==> config.mk <==
export PLATFORM = sky130hd
export DESIGN_NAME = hbd_supervisor
export DESIGN_NICKNAME = d
export VERILOG_FILES = /design/src/pkg/hbd_pkg.sv /design/src/hbd_supervisor.sv
export SDC_FILE = /design/constraint.sdc
export NUM_CORES = 1
export LEC_CHECK = 0
export CAP_MARGIN = 0
export CORE_AREA = 2 2 225 227
export CTS_BUF_LIST = sky130_fd_sc_hd__clkbuf_8 sky130_fd_sc_hd__clkbuf_16
export CTS_CLUSTER_SIZE = 14
export DETAILED_ROUTE_END_ITERATION = 7
export DIE_AREA = 0 0 227 229
export DONT_BUFFER_PORTS = 1
export GPL_ROUTABILITY_DRIVEN = 0
export PLACE_DENSITY = 0.57
export SLEW_MARGIN = 20
export SYNTH_ARGS = -nofsm -noshare
export SYNTH_HDL_FRONTEND = slang
export SYNTH_SLANG_ARGS = --single-unit
export TNS_END_PERCENT = 20
==> constraint.sdc <==
create_clock -name clk_i -period 19.05 [get_ports clk_i]
set_input_delay 0.9525 -clock clk_i [delete_from_list [all_inputs] [get_ports clk_i]]
set_output_delay 0.9525 -clock clk_i [all_outputs]
set_load 0.03 [all_outputs]
==> src/pkg/hbd_pkg.sv <==
/*
 * Package for the hall-sensor brushless drive supervisor: thresholds as converter
 * codes, timing counts at a 10 MHz system clock, state encodings and the boot duty.
 * Assumes 12-bit converter codes and a single clock domain.
 */
package hbd_pkg;

    // ******************************************************************
    // Timing
    // ******************************************************************
    localparam int CLK_HZ          = 10_000_000;
    localparam int PWM_HZ          = 20_000;
    localparam int MON_US          = 50;
    localparam int HALL_TMO_MS     = 200;
    localparam int DEAD_NS         = 1000;
    localparam int PWM_CYC         = CLK_HZ / PWM_HZ;
    localparam int MON_CYC         = (CLK_HZ / 1_000_000) * MON_US;
    localparam int HALL_TMO_CYC    = (CLK_HZ / 1000) * HALL_TMO_MS;
    localparam int DEAD_CYC        = (DEAD_NS * (CLK_HZ / 1_000_000) + 999) / 1000;

    // ******************************************************************
    // Speed command scaling
    // ******************************************************************
    localparam int RPM_FULL        = 2700;
    localparam int RPM_MIN         = 550;
    localparam int RPM_MAX         = 2650;
    localparam int RPM_OVER        = 3000;
    localparam logic [11:0] POT_MID = 12'h0800;
    localparam logic [11:0] POT_CW_TOP = 12'h07ff;

    // ******************************************************************
    // Voltage and current codes, full scale 0FFFH
    // ******************************************************************
    localparam int ADC_FS          = 4095;
    localparam int VBUS_FS_MV      = 111_000;
    localparam int VBUS_OV_MV      = 28_000;
    localparam int VBUS_UV_MV      = 14_000;
    localparam int IPH_FS_MA       = 25_000;
    localparam int IPH_OC_MA       = 890;
    localparam logic [11:0] VBUS_OV_CODE = 12'((VBUS_OV_MV * ADC_FS) / VBUS_FS_MV);
    localparam logic [11:0] VBUS_UV_CODE = 12'((VBUS_UV_MV * ADC_FS + VBUS_FS_MV - 1)
                                               / VBUS_FS_MV);
    localparam logic [11:0] IPH_ZERO_CODE = 12'h0800;
    localparam logic [11:0] IPH_OC_SPAN  = 12'((IPH_OC_MA * ADC_FS) / IPH_FS_MA);

    // ******************************************************************
    // Modes and boot duty
    // ******************************************************************
    typedef enum logic [1:0] {
        HBD_ST_STOP  = 2'b00,
        HBD_ST_BOOT  = 2'b01,
        HBD_ST_DRIVE = 2'b11,
        HBD_ST_ERROR = 2'b10
    } hbd_state_e;

    localparam logic [8:0] BOOT_DUTY = 9'h0064;
endpackage

==> src/hbd_supervisor.sv <==
/*
 * Supervisor for a 120-degree hall-sensor brushless drive: run decision, speed command
 * scaling, protective stop, commutation and first-60-degree chopping.
 * Assumes synchronous, already-converted 12-bit samples, clean hall levels, and that the
 * speed PI loop supplies a duty; output stage three-state handling is left to the pads.
 */
module hbd_supervisor (
    input  wire logic        clk_i,
    input  wire logic        rst_i,
    input  wire logic        run_switch_i,
    input  wire logic        error_reset_i,
    input  wire logic [11:0] speed_pot_i,
    input  wire logic [11:0] bus_voltage_i,
    input  wire logic [11:0] phase_u_current_i,
    input  wire logic [11:0] phase_v_current_i,
    input  wire logic [11:0] phase_w_current_i,
    input  wire logic [2:0]  hall_i,
    input  wire logic        ext_overcurrent_stop_n_i,
    input  wire logic        output_short_i,
    input  wire logic [8:0]  drive_duty_i,
    input  wire logic [11:0] speed_rpm_i,
    output logic      [5:0]  gate_o,
    output logic      [5:0]  gate_oe_o,
    output logic      [11:0] speed_cmd_rpm_o,
    output logic             speed_cmd_ccw_o,
    output logic      [11:0] bus_voltage_dv_o,
    output logic             hall_edge_o,
    output logic      [2:0]  sector_o,
    output hbd_pkg::hbd_state_e state_o,
    output logic      [5:0]  fault_o
);
    import hbd_pkg::*;

    // ******************************************************************
    // Helpers
    // ******************************************************************
    // Sector 1..6 from hall code; 0 marks an illegal pattern (000 or 111).
    function automatic logic [2:0] hall_sector(input logic [2:0] h);
        case (h)
            3'b101:  hall_sector = 3'd1;
            3'b100:  hall_sector = 3'd2;
            3'b110:  hall_sector = 3'd3;
            3'b010:  hall_sector = 3'd4;
            3'b011:  hall_sector = 3'd5;
            3'b001:  hall_sector = 3'd6;
            default: hall_sector = 3'd0;
        endcase
    endfunction

    // Magnitude of a current code against the mid-scale zero, used for three phases.
    function automatic logic [11:0] cur_mag(input logic [11:0] c);
        cur_mag = (c >= IPH_ZERO_CODE) ? 12'(c - IPH_ZERO_CODE) : 12'(IPH_ZERO_CODE - c);
    endfunction

    // ******************************************************************
    // Speed command scaling and clamp
    // ******************************************************************
    logic [10:0] pot_mag;
    logic [23:0] pot_prod;
    logic [11:0] pot_rpm;
    logic        pot_ccw;
    logic        cmd_low;

    always_comb begin
        pot_ccw = speed_pot_i >= POT_MID;
        pot_mag = pot_ccw ? 11'(speed_pot_i - POT_MID) : 11'(POT_CW_TOP - speed_pot_i);
        pot_prod = 24'(pot_mag) * 24'(RPM_FULL);
        pot_rpm = 12'(pot_prod / 24'(POT_CW_TOP));
    end

    assign cmd_low = pot_rpm < 12'(RPM_MIN);

    always_ff @(posedge clk_i) begin
        if (rst_i) begin
            speed_cmd_rpm_o <= 12'h0000;
            speed_cmd_ccw_o <= 1'b0;
        end else begin
            speed_cmd_ccw_o <= pot_ccw;
            if (pot_rpm < 12'(RPM_MIN)) begin
                speed_cmd_rpm_o <= 12'(RPM_MIN);
            end else if (pot_rpm > 12'(RPM_MAX)) begin
                speed_cmd_rpm_o <= 12'(RPM_MAX);
            end else begin
                speed_cmd_rpm_o <= pot_rpm;
            end
        end
    end

    // bus voltage in tenths of a volt
    logic [23:0] vbus_prod;
    assign vbus_prod = 24'(bus_voltage_i) * 24'(VBUS_FS_MV / 100);
    always_ff @(posedge clk_i) begin
        if (rst_i) begin
            bus_voltage_dv_o <= 12'h0000;
        end else begin
            bus_voltage_dv_o <= 12'(vbus_prod / 24'(ADC_FS));
        end
    end

    // ******************************************************************
    // Monitoring period and protection checks
    // ******************************************************************
    logic [9:0]  mon_cnt_q;
    logic        mon_tick;
    logic [5:0]  trip;
    logic [21:0] hall_tmo_q;
    logic [2:0]  hall_q;
    logic        rotating;
    logic        hw_cut_q;

    assign mon_tick = mon_cnt_q == 10'(MON_CYC - 1);

    always_ff @(posedge clk_i) begin
        if (rst_i || mon_tick) begin
            mon_cnt_q <= 10'h000;
        end else begin
            mon_cnt_q <= 10'(mon_cnt_q + 10'h001);
        end
    end

    always_comb begin
        trip[0] = mon_tick && (cur_mag(phase_u_current_i) > IPH_OC_SPAN
                            || cur_mag(phase_v_current_i) > IPH_OC_SPAN
                            || cur_mag(phase_w_current_i) > IPH_OC_SPAN);
        trip[1] = mon_tick && bus_voltage_i > VBUS_OV_CODE;
        trip[2] = mon_tick && bus_voltage_i < VBUS_UV_CODE;
        trip[3] = mon_tick && speed_rpm_i > 12'(RPM_OVER);
        trip[4] = rotating && hall_tmo_q == 22'(HALL_TMO_CYC - 1);
        trip[5] = hall_edge_o && hall_sector(hall_i) == 3'd0;
    end

    // ******************************************************************
    // Hall edges and sector
    // ******************************************************************
    // both edges of each hall line
    assign hall_edge_o = hall_i != hall_q;

    always_ff @(posedge clk_i) begin
        if (rst_i) begin
            // Loading the pins keeps a false hall edge from following reset.
            hall_q   <= hall_i;
            sector_o <= 3'd0;
        end else begin
            hall_q <= hall_i;
            if (hall_edge_o || !rotating) begin
                sector_o <= hall_sector(hall_i);
            end
        end
    end

    always_ff @(posedge clk_i) begin
        if (rst_i || hall_edge_o || !rotating) begin
            hall_tmo_q <= 22'h00_0000;
        end else if (hall_tmo_q != 22'(HALL_TMO_CYC - 1)) begin
            hall_tmo_q <= 22'(hall_tmo_q + 22'h00_0001);
        end
    end

    // ******************************************************************
    // Run state and latched faults
    // ******************************************************************
    hbd_state_e state_q;
    assign state_o  = state_q;
    assign rotating = state_q == HBD_ST_BOOT || state_q == HBD_ST_DRIVE;

    // faults stay until reset with run inactive
    always_ff @(posedge clk_i) begin
        if (rst_i) begin
            fault_o <= 6'h00;
        end else if (error_reset_i && run_switch_i) begin
            fault_o <= trip;
        end else begin
            fault_o <= fault_o | trip;
        end
    end

    always_ff @(posedge clk_i) begin
        if (rst_i) begin
            state_q <= HBD_ST_STOP;
        end else begin
            case (state_q)
                HBD_ST_STOP: begin
                    if (!run_switch_i && !cmd_low && fault_o == 6'h00 && !hw_cut_q) begin
                        state_q <= HBD_ST_BOOT;
                    end
                end
                HBD_ST_BOOT: begin
                    if (speed_rpm_i >= 12'(RPM_MIN)) begin
                        state_q <= HBD_ST_DRIVE;
                    end
                end
                HBD_ST_DRIVE: begin
                    state_q <= HBD_ST_DRIVE;
                end
                default: begin
                    if (fault_o == 6'h00 && !hw_cut_q) begin
                        state_q <= HBD_ST_STOP;
                    end
                end
            endcase
            if (rotating && (run_switch_i || cmd_low)) begin
                state_q <= HBD_ST_STOP;
            end
            if ((trip != 6'h00 || hw_cut_q) && state_q != HBD_ST_ERROR) begin
                state_q <= HBD_ST_ERROR;
            end
        end
    end

    // Hardware cut is latched so a brief glitch cannot let the stage float back on.
    // external stop or short
    always_ff @(posedge clk_i) begin
        if (rst_i) begin
            hw_cut_q <= 1'b0;
        end else if (!ext_overcurrent_stop_n_i || output_short_i) begin
            hw_cut_q <= 1'b1;
        end else if (error_reset_i && run_switch_i) begin
            hw_cut_q <= 1'b0;
        end
    end

    // ******************************************************************
    // Carrier, commutation and dead time
    // ******************************************************************
    logic [8:0] pwm_cnt_q;
    logic [8:0] duty;
    logic       chop;
    logic [2:0] hi_on;
    logic [2:0] lo_on;

    always_ff @(posedge clk_i) begin
        if (rst_i || pwm_cnt_q == 9'(PWM_CYC - 1)) begin
            pwm_cnt_q <= 9'h000;
        end else begin
            pwm_cnt_q <= 9'(pwm_cnt_q + 9'h001);
        end
    end

    // Odd sectors are the first 60 degrees of each high side's conduction.
    // Parity comes from the sector rather than a toggle on each hall edge, so a
    // missed or doubled edge cannot swap the chopped and the solid halves.

    assign duty = (state_q == HBD_ST_BOOT) ? BOOT_DUTY : drive_duty_i;
    assign chop = pwm_cnt_q < duty;

    // two phases on, high side chopped in its first sector
    always_comb begin
        hi_on = 3'b000;
        lo_on = 3'b000;
        case (sector_o)
            3'd1:    begin hi_on = 3'b001; lo_on = 3'b010; end
            3'd2:    begin hi_on = 3'b001; lo_on = 3'b100; end
            3'd3:    begin hi_on = 3'b010; lo_on = 3'b100; end
            3'd4:    begin hi_on = 3'b010; lo_on = 3'b001; end
            3'd5:    begin hi_on = 3'b100; lo_on = 3'b001; end
            3'd6:    begin hi_on = 3'b100; lo_on = 3'b010; end
            default: begin hi_on = 3'b000; lo_on = 3'b000; end
        endcase
        // Reverse rotation drives the same pair with the current reversed, so every
        // legal sector still energises two phases.
        if (speed_cmd_ccw_o) begin
            {hi_on, lo_on} = {lo_on, hi_on};
        end
        if (!rotating) begin
            hi_on = 3'b000;
            lo_on = 3'b000;
        end else if (sector_o[0] && !chop) begin
            hi_on = 3'b000;
        end
    end

    logic [3:0] dead_q [3];
    logic [2:0] hi_prev_q;
    logic [2:0] lo_prev_q;

    // dead time per phase, polarity per side
    genvar g;
    generate
        for (g = 0; g < 3; g++) begin : g_phase
            always_ff @(posedge clk_i) begin
                if (rst_i) begin
                    dead_q[g]    <= 4'(DEAD_CYC);
                    hi_prev_q[g] <= 1'b0;
                    lo_prev_q[g] <= 1'b0;
                    gate_o[g]    <= 1'b1;
                    gate_o[g+3]  <= 1'b0;
                end else begin
                    hi_prev_q[g] <= hi_on[g];
                    lo_prev_q[g] <= lo_on[g];
                    if (hi_on[g] != hi_prev_q[g] || lo_on[g] != lo_prev_q[g]) begin
                        dead_q[g] <= 4'(DEAD_CYC);
                    end else if (dead_q[g] != 4'd0) begin
                        dead_q[g] <= 4'(dead_q[g] - 4'd1);
                    end
                    // A side turns on only after its request has held through the dead time.
                    gate_o[g]   <= ~(hi_on[g] && hi_prev_q[g] && dead_q[g] == 4'd0 && !hw_cut_q);
                    gate_o[g+3] <= lo_on[g] && lo_prev_q[g] && dead_q[g] == 4'd0 && !hw_cut_q;
                end
            end
        end
    endgenerate

    // release the pads on a hardware cut
    assign gate_oe_o = {6{!hw_cut_q}};
endmodule // hbd_supervisor

==> flow_summary.yaml <==
status:
  result_of_the_run: "completed"
sta:
  timing.max_slew.rel_slack: 0.297
  worst_slack_ns: 4.57
  rsz0062_at_grt: "no"
  clock-skew-final_ns: 0.0104
  max_freq_mhz: 69.1
  timing.final.crit_share: 0.760
  timing_worst_slew_pin_value_ns: 1.04
  finalSetupViolCount: 0
  final.setup.tns_ns: 0
  hold_viol: 0
  fin_crit_ns: 14.48
  finalMaxSlewViolations: 0
placement:
  place_hpwl_mm: 40.5
  place_worst_setup_slack_ns: 4.51
  io_buffer_count: 0
logic_synthesis:
  synth_top_area_frac: 0.120
  postSynthAreaPerCell_um2: 7.57
  synth_warnings: 0
  synth.distinct_cells: 128
  yosys_most_used_dff: "sky130_fd_sc_hd__dfxtp_1"
  asyncSetResetFlopFracSynth: 0
  syn-cell-area_um2: 17200
  synth-seq-area-share: 0.129
  post_synth_main_area_contributors: "sky130_fd_sc_hd__ha_1 12%, sky130_fd_sc_hd__dfxtp_1 11%, sky130_fd_sc_hd__nor2_1 4.9%, sky130_fd_sc_hd__xnor2_1 4.5%, sky130_fd_sc_hd__fa_1 4.3%"
  synth_largest_area_cell: "sky130_fd_sc_hd__ha_1"
  syn-instance-count: 2274
  synth_register_bits: 105
  mappedNetlistNets: 2566
  edff_count_synth: 12
cts:
  clk_pin_slew_ns: 0.08
  cts.root.buffer_cell: "sky130_fd_sc_hd__clkbuf_16"
  cts_inserted_buffers: 9
  cts_hold_buf: 0
  tritoncts: "built"
  clock_tree.buffer_depth: 2
  insertion_delay_ns: 0.37
  clock_tree.htree_level_count: 3
  number_of_clock_sinks: 105
  post_cts.resized_instances: 0
  number_of_buffers_added_for_setup_after_cts: 0
setup_path:
  cp_common_cell: "sky130_fd_sc_hd__inv_1"
  rr_worst_depth: 19
  cp_data_required_time_ns: 19.35
  worst-endpoint-arrival_ns: 14.78
  worst_r2r_endpoint: "dead_q[0][2]"
  worst-setup-path-type: "primary input to flip-flop"
  r2r_slack_ns: 14.70
  worst_path_maximum_fanout: 15
  cpPeakStageDelay_ns: 0.67
  cp-start-kind: "primary input"
  critical-path-slowest-cell: "sky130_fd_sc_hd__a2111oi_2"
  nature_of_the_critical_path_endpoint: "flip-flop"
  regToRegStartpoint: "state_o[1]"
final_layout:
  multiInputGateArea_um2: 14200
  nFillCells: 5272
  share_of_layout_cells_above_drive_strength_1: 0.0602
  ff_latch_area_um2: 2220
  final_nets: 2514
  synthToLayoutAreaGrowth_pct: 5.26
  diodes: 0
route:
  drtAntennaViolNets: 0
  vias: 17000
  via_cell_ratio: 5.86
  dr.first_iter.drc_count: 1110
  route.detailed.drc: 0
  dr.pass1.iters: 6
  detail_route.wirelength_mm: 49.5
  routed_wire_length_per_instance_um: 17.1
die:
  die-height_um: 229
  effective_utilization_at_floorplan: 0.347
  core_um2: 49700
  total_die_area_um2: 52000
  rows: 82
  die_width_um: 227
  io_pins: 139
hold_path:
  hold_start: "pwm_cnt_q[0]"
  path_type_of_the_worst_min_delay_path: "flip-flop to flip-flop"
  timing.hold.worst_path_depth: 1
  worstHoldEndpoint: "pwm_cnt_q[0]"
global_route:
  vias_in_the_first_global_route: 16400
  pin_count_of_the_biggest_net_entering_global_routing: 54
  wire_length_of_the_first_global_routing_pass_mm: 82.8
  grt_remaining_overflow: 0
  global_router_s_overall_resource_usage: 0.190
  initial_antenna_violation_count: 1
run:
  max_cap_violations: 0
## how the worst max path moves through the flow
| stage | from | endpoint | slack [ns] | depth (start not counted) |
|---|---|---|---|---|
| after global placement | speed_pot_i[4] | state_o[0] | 4.96 | 46 |
| after global routing | speed_pot_i[4] | state_o[0] | 3.58 | 45 |
| after detailed placement | speed_pot_i[4] | state_o[0] | 4.51 | 46 |
| final | speed_pot_i[4] | state_o[0] | 4.57 | 46 |
| after CTS | speed_pot_i[4] | state_o[0] | 4.83 | 46 |
| after floorplan | speed_pot_i[1] | speed_cmd_rpm_o[0] | 5.81 | 48 |
## critical path, delay by kind of cell
| kind | cells | cell delay (ns) |
|---|---|---|
| AND/OR/NAND/NOR | 13 | 3.95 |
| buffers and inverters | 4 | 0.23 |
| AO/OA/AOI/OAI | 19 | 6.38 |
| XOR/XNOR | 4 | 0.92 |
| adder cells (fa/ha/maj) | 6 | 2.28 |
## sequential cells by signal, summed over array words and instances, names as in the netlist
signal / flops
sector_o: 3
hall_tmo_q: 22
pwm_cnt_q: 9
bus_voltage_dv_o: 12
fault_o: 6
mon_cnt_q: 10
hall_q: 3
hi_prev_q: 3
speed_cmd_ccw_o: 1
dead_q: 12
state_o: 2
lo_prev_q: 3
gate_o: 6
speed_cmd_rpm_o: 12
hw_cut_q: 1
## metal layers
metal	GRT usage	wire, um	up-vias
met2	0.337	24300	440
met5	0	13	-
li1	-	-	8414
met3	0.0259	2270	87
met1	0.237	21800	8031
met4	0.0547	1130	2
## logic make-up (layout without fill, tap and decap cells)
family | after synthesis | count (layout) | synth area share
adders and majority gates | 205 | 205 | 0.165
and+or+nand+nor | 937 | 937 | 0.287
AOI/OAI and AO/OA | 648 | 648 | 0.276
DFF | 105 | 105 | 0.129
muxes | 26 | 26 | 0.0168
xor gates and xnor gates | 157 | 157 | 0.0808
buffers and inverters | 196 | 149 | 0.0453
## placed cells by master (no fill, tap or decap), drive strengths merged, types with 66 or more instances in the layout
cell and n:
inv 133, o21ai 106, nand2 196, nor2 226, xor2 66, nand3 76, nor3 88, a21oi 152
ha 165, xnor2 91, dfxtp 93
## metrics by stage
| step | instance area [um2] | hold slack (ns) | utilization | instances |
|---|---|---|---|---|
| after floorplan | 17200 | 0.426 | - | 2274 |
| after global placement | 17800 | 0.443 | 0.359 | 2883 |
| after detailed placement | 17800 | 0.456 | 0.359 | 2883 |
| after CTS | 18100 | 0.473 | 0.365 | 2899 |
| after global routing | 18100 | 0.512 | 0.365 | 2899 |
| final | 18100 | 0.470 | 0.365 | 2899 |
## synthesized netlist by cell type, drive strengths merged, types with 37 or more instances
cell type	instances
nor2	226
nand2	196
ha	165
a21oi	152
inv	130
o21ai	106
dfxtp	93
xnor2	91
nor3	88
nand3	76
xor2	66
nand2b	52
nand4	44
clkbuf	42
nor4	40
a31oi	39
fa	37
## cell type report
cell class | count | area share
clock inverters | 7 | 0.00490
inverters | 130 | 0.0269
clock buffers | 9 | 0.0124
flip-flops and latches | 105 | 0.123
repair buffers | 3 | 0.00193
well taps | 672 | 0.0464
multi-input cells | 1973 | 0.785
Power is left out: the tool's default activity adds up to more than one toggle a clock period on the data nets, which glitch-free logic cannot reach.
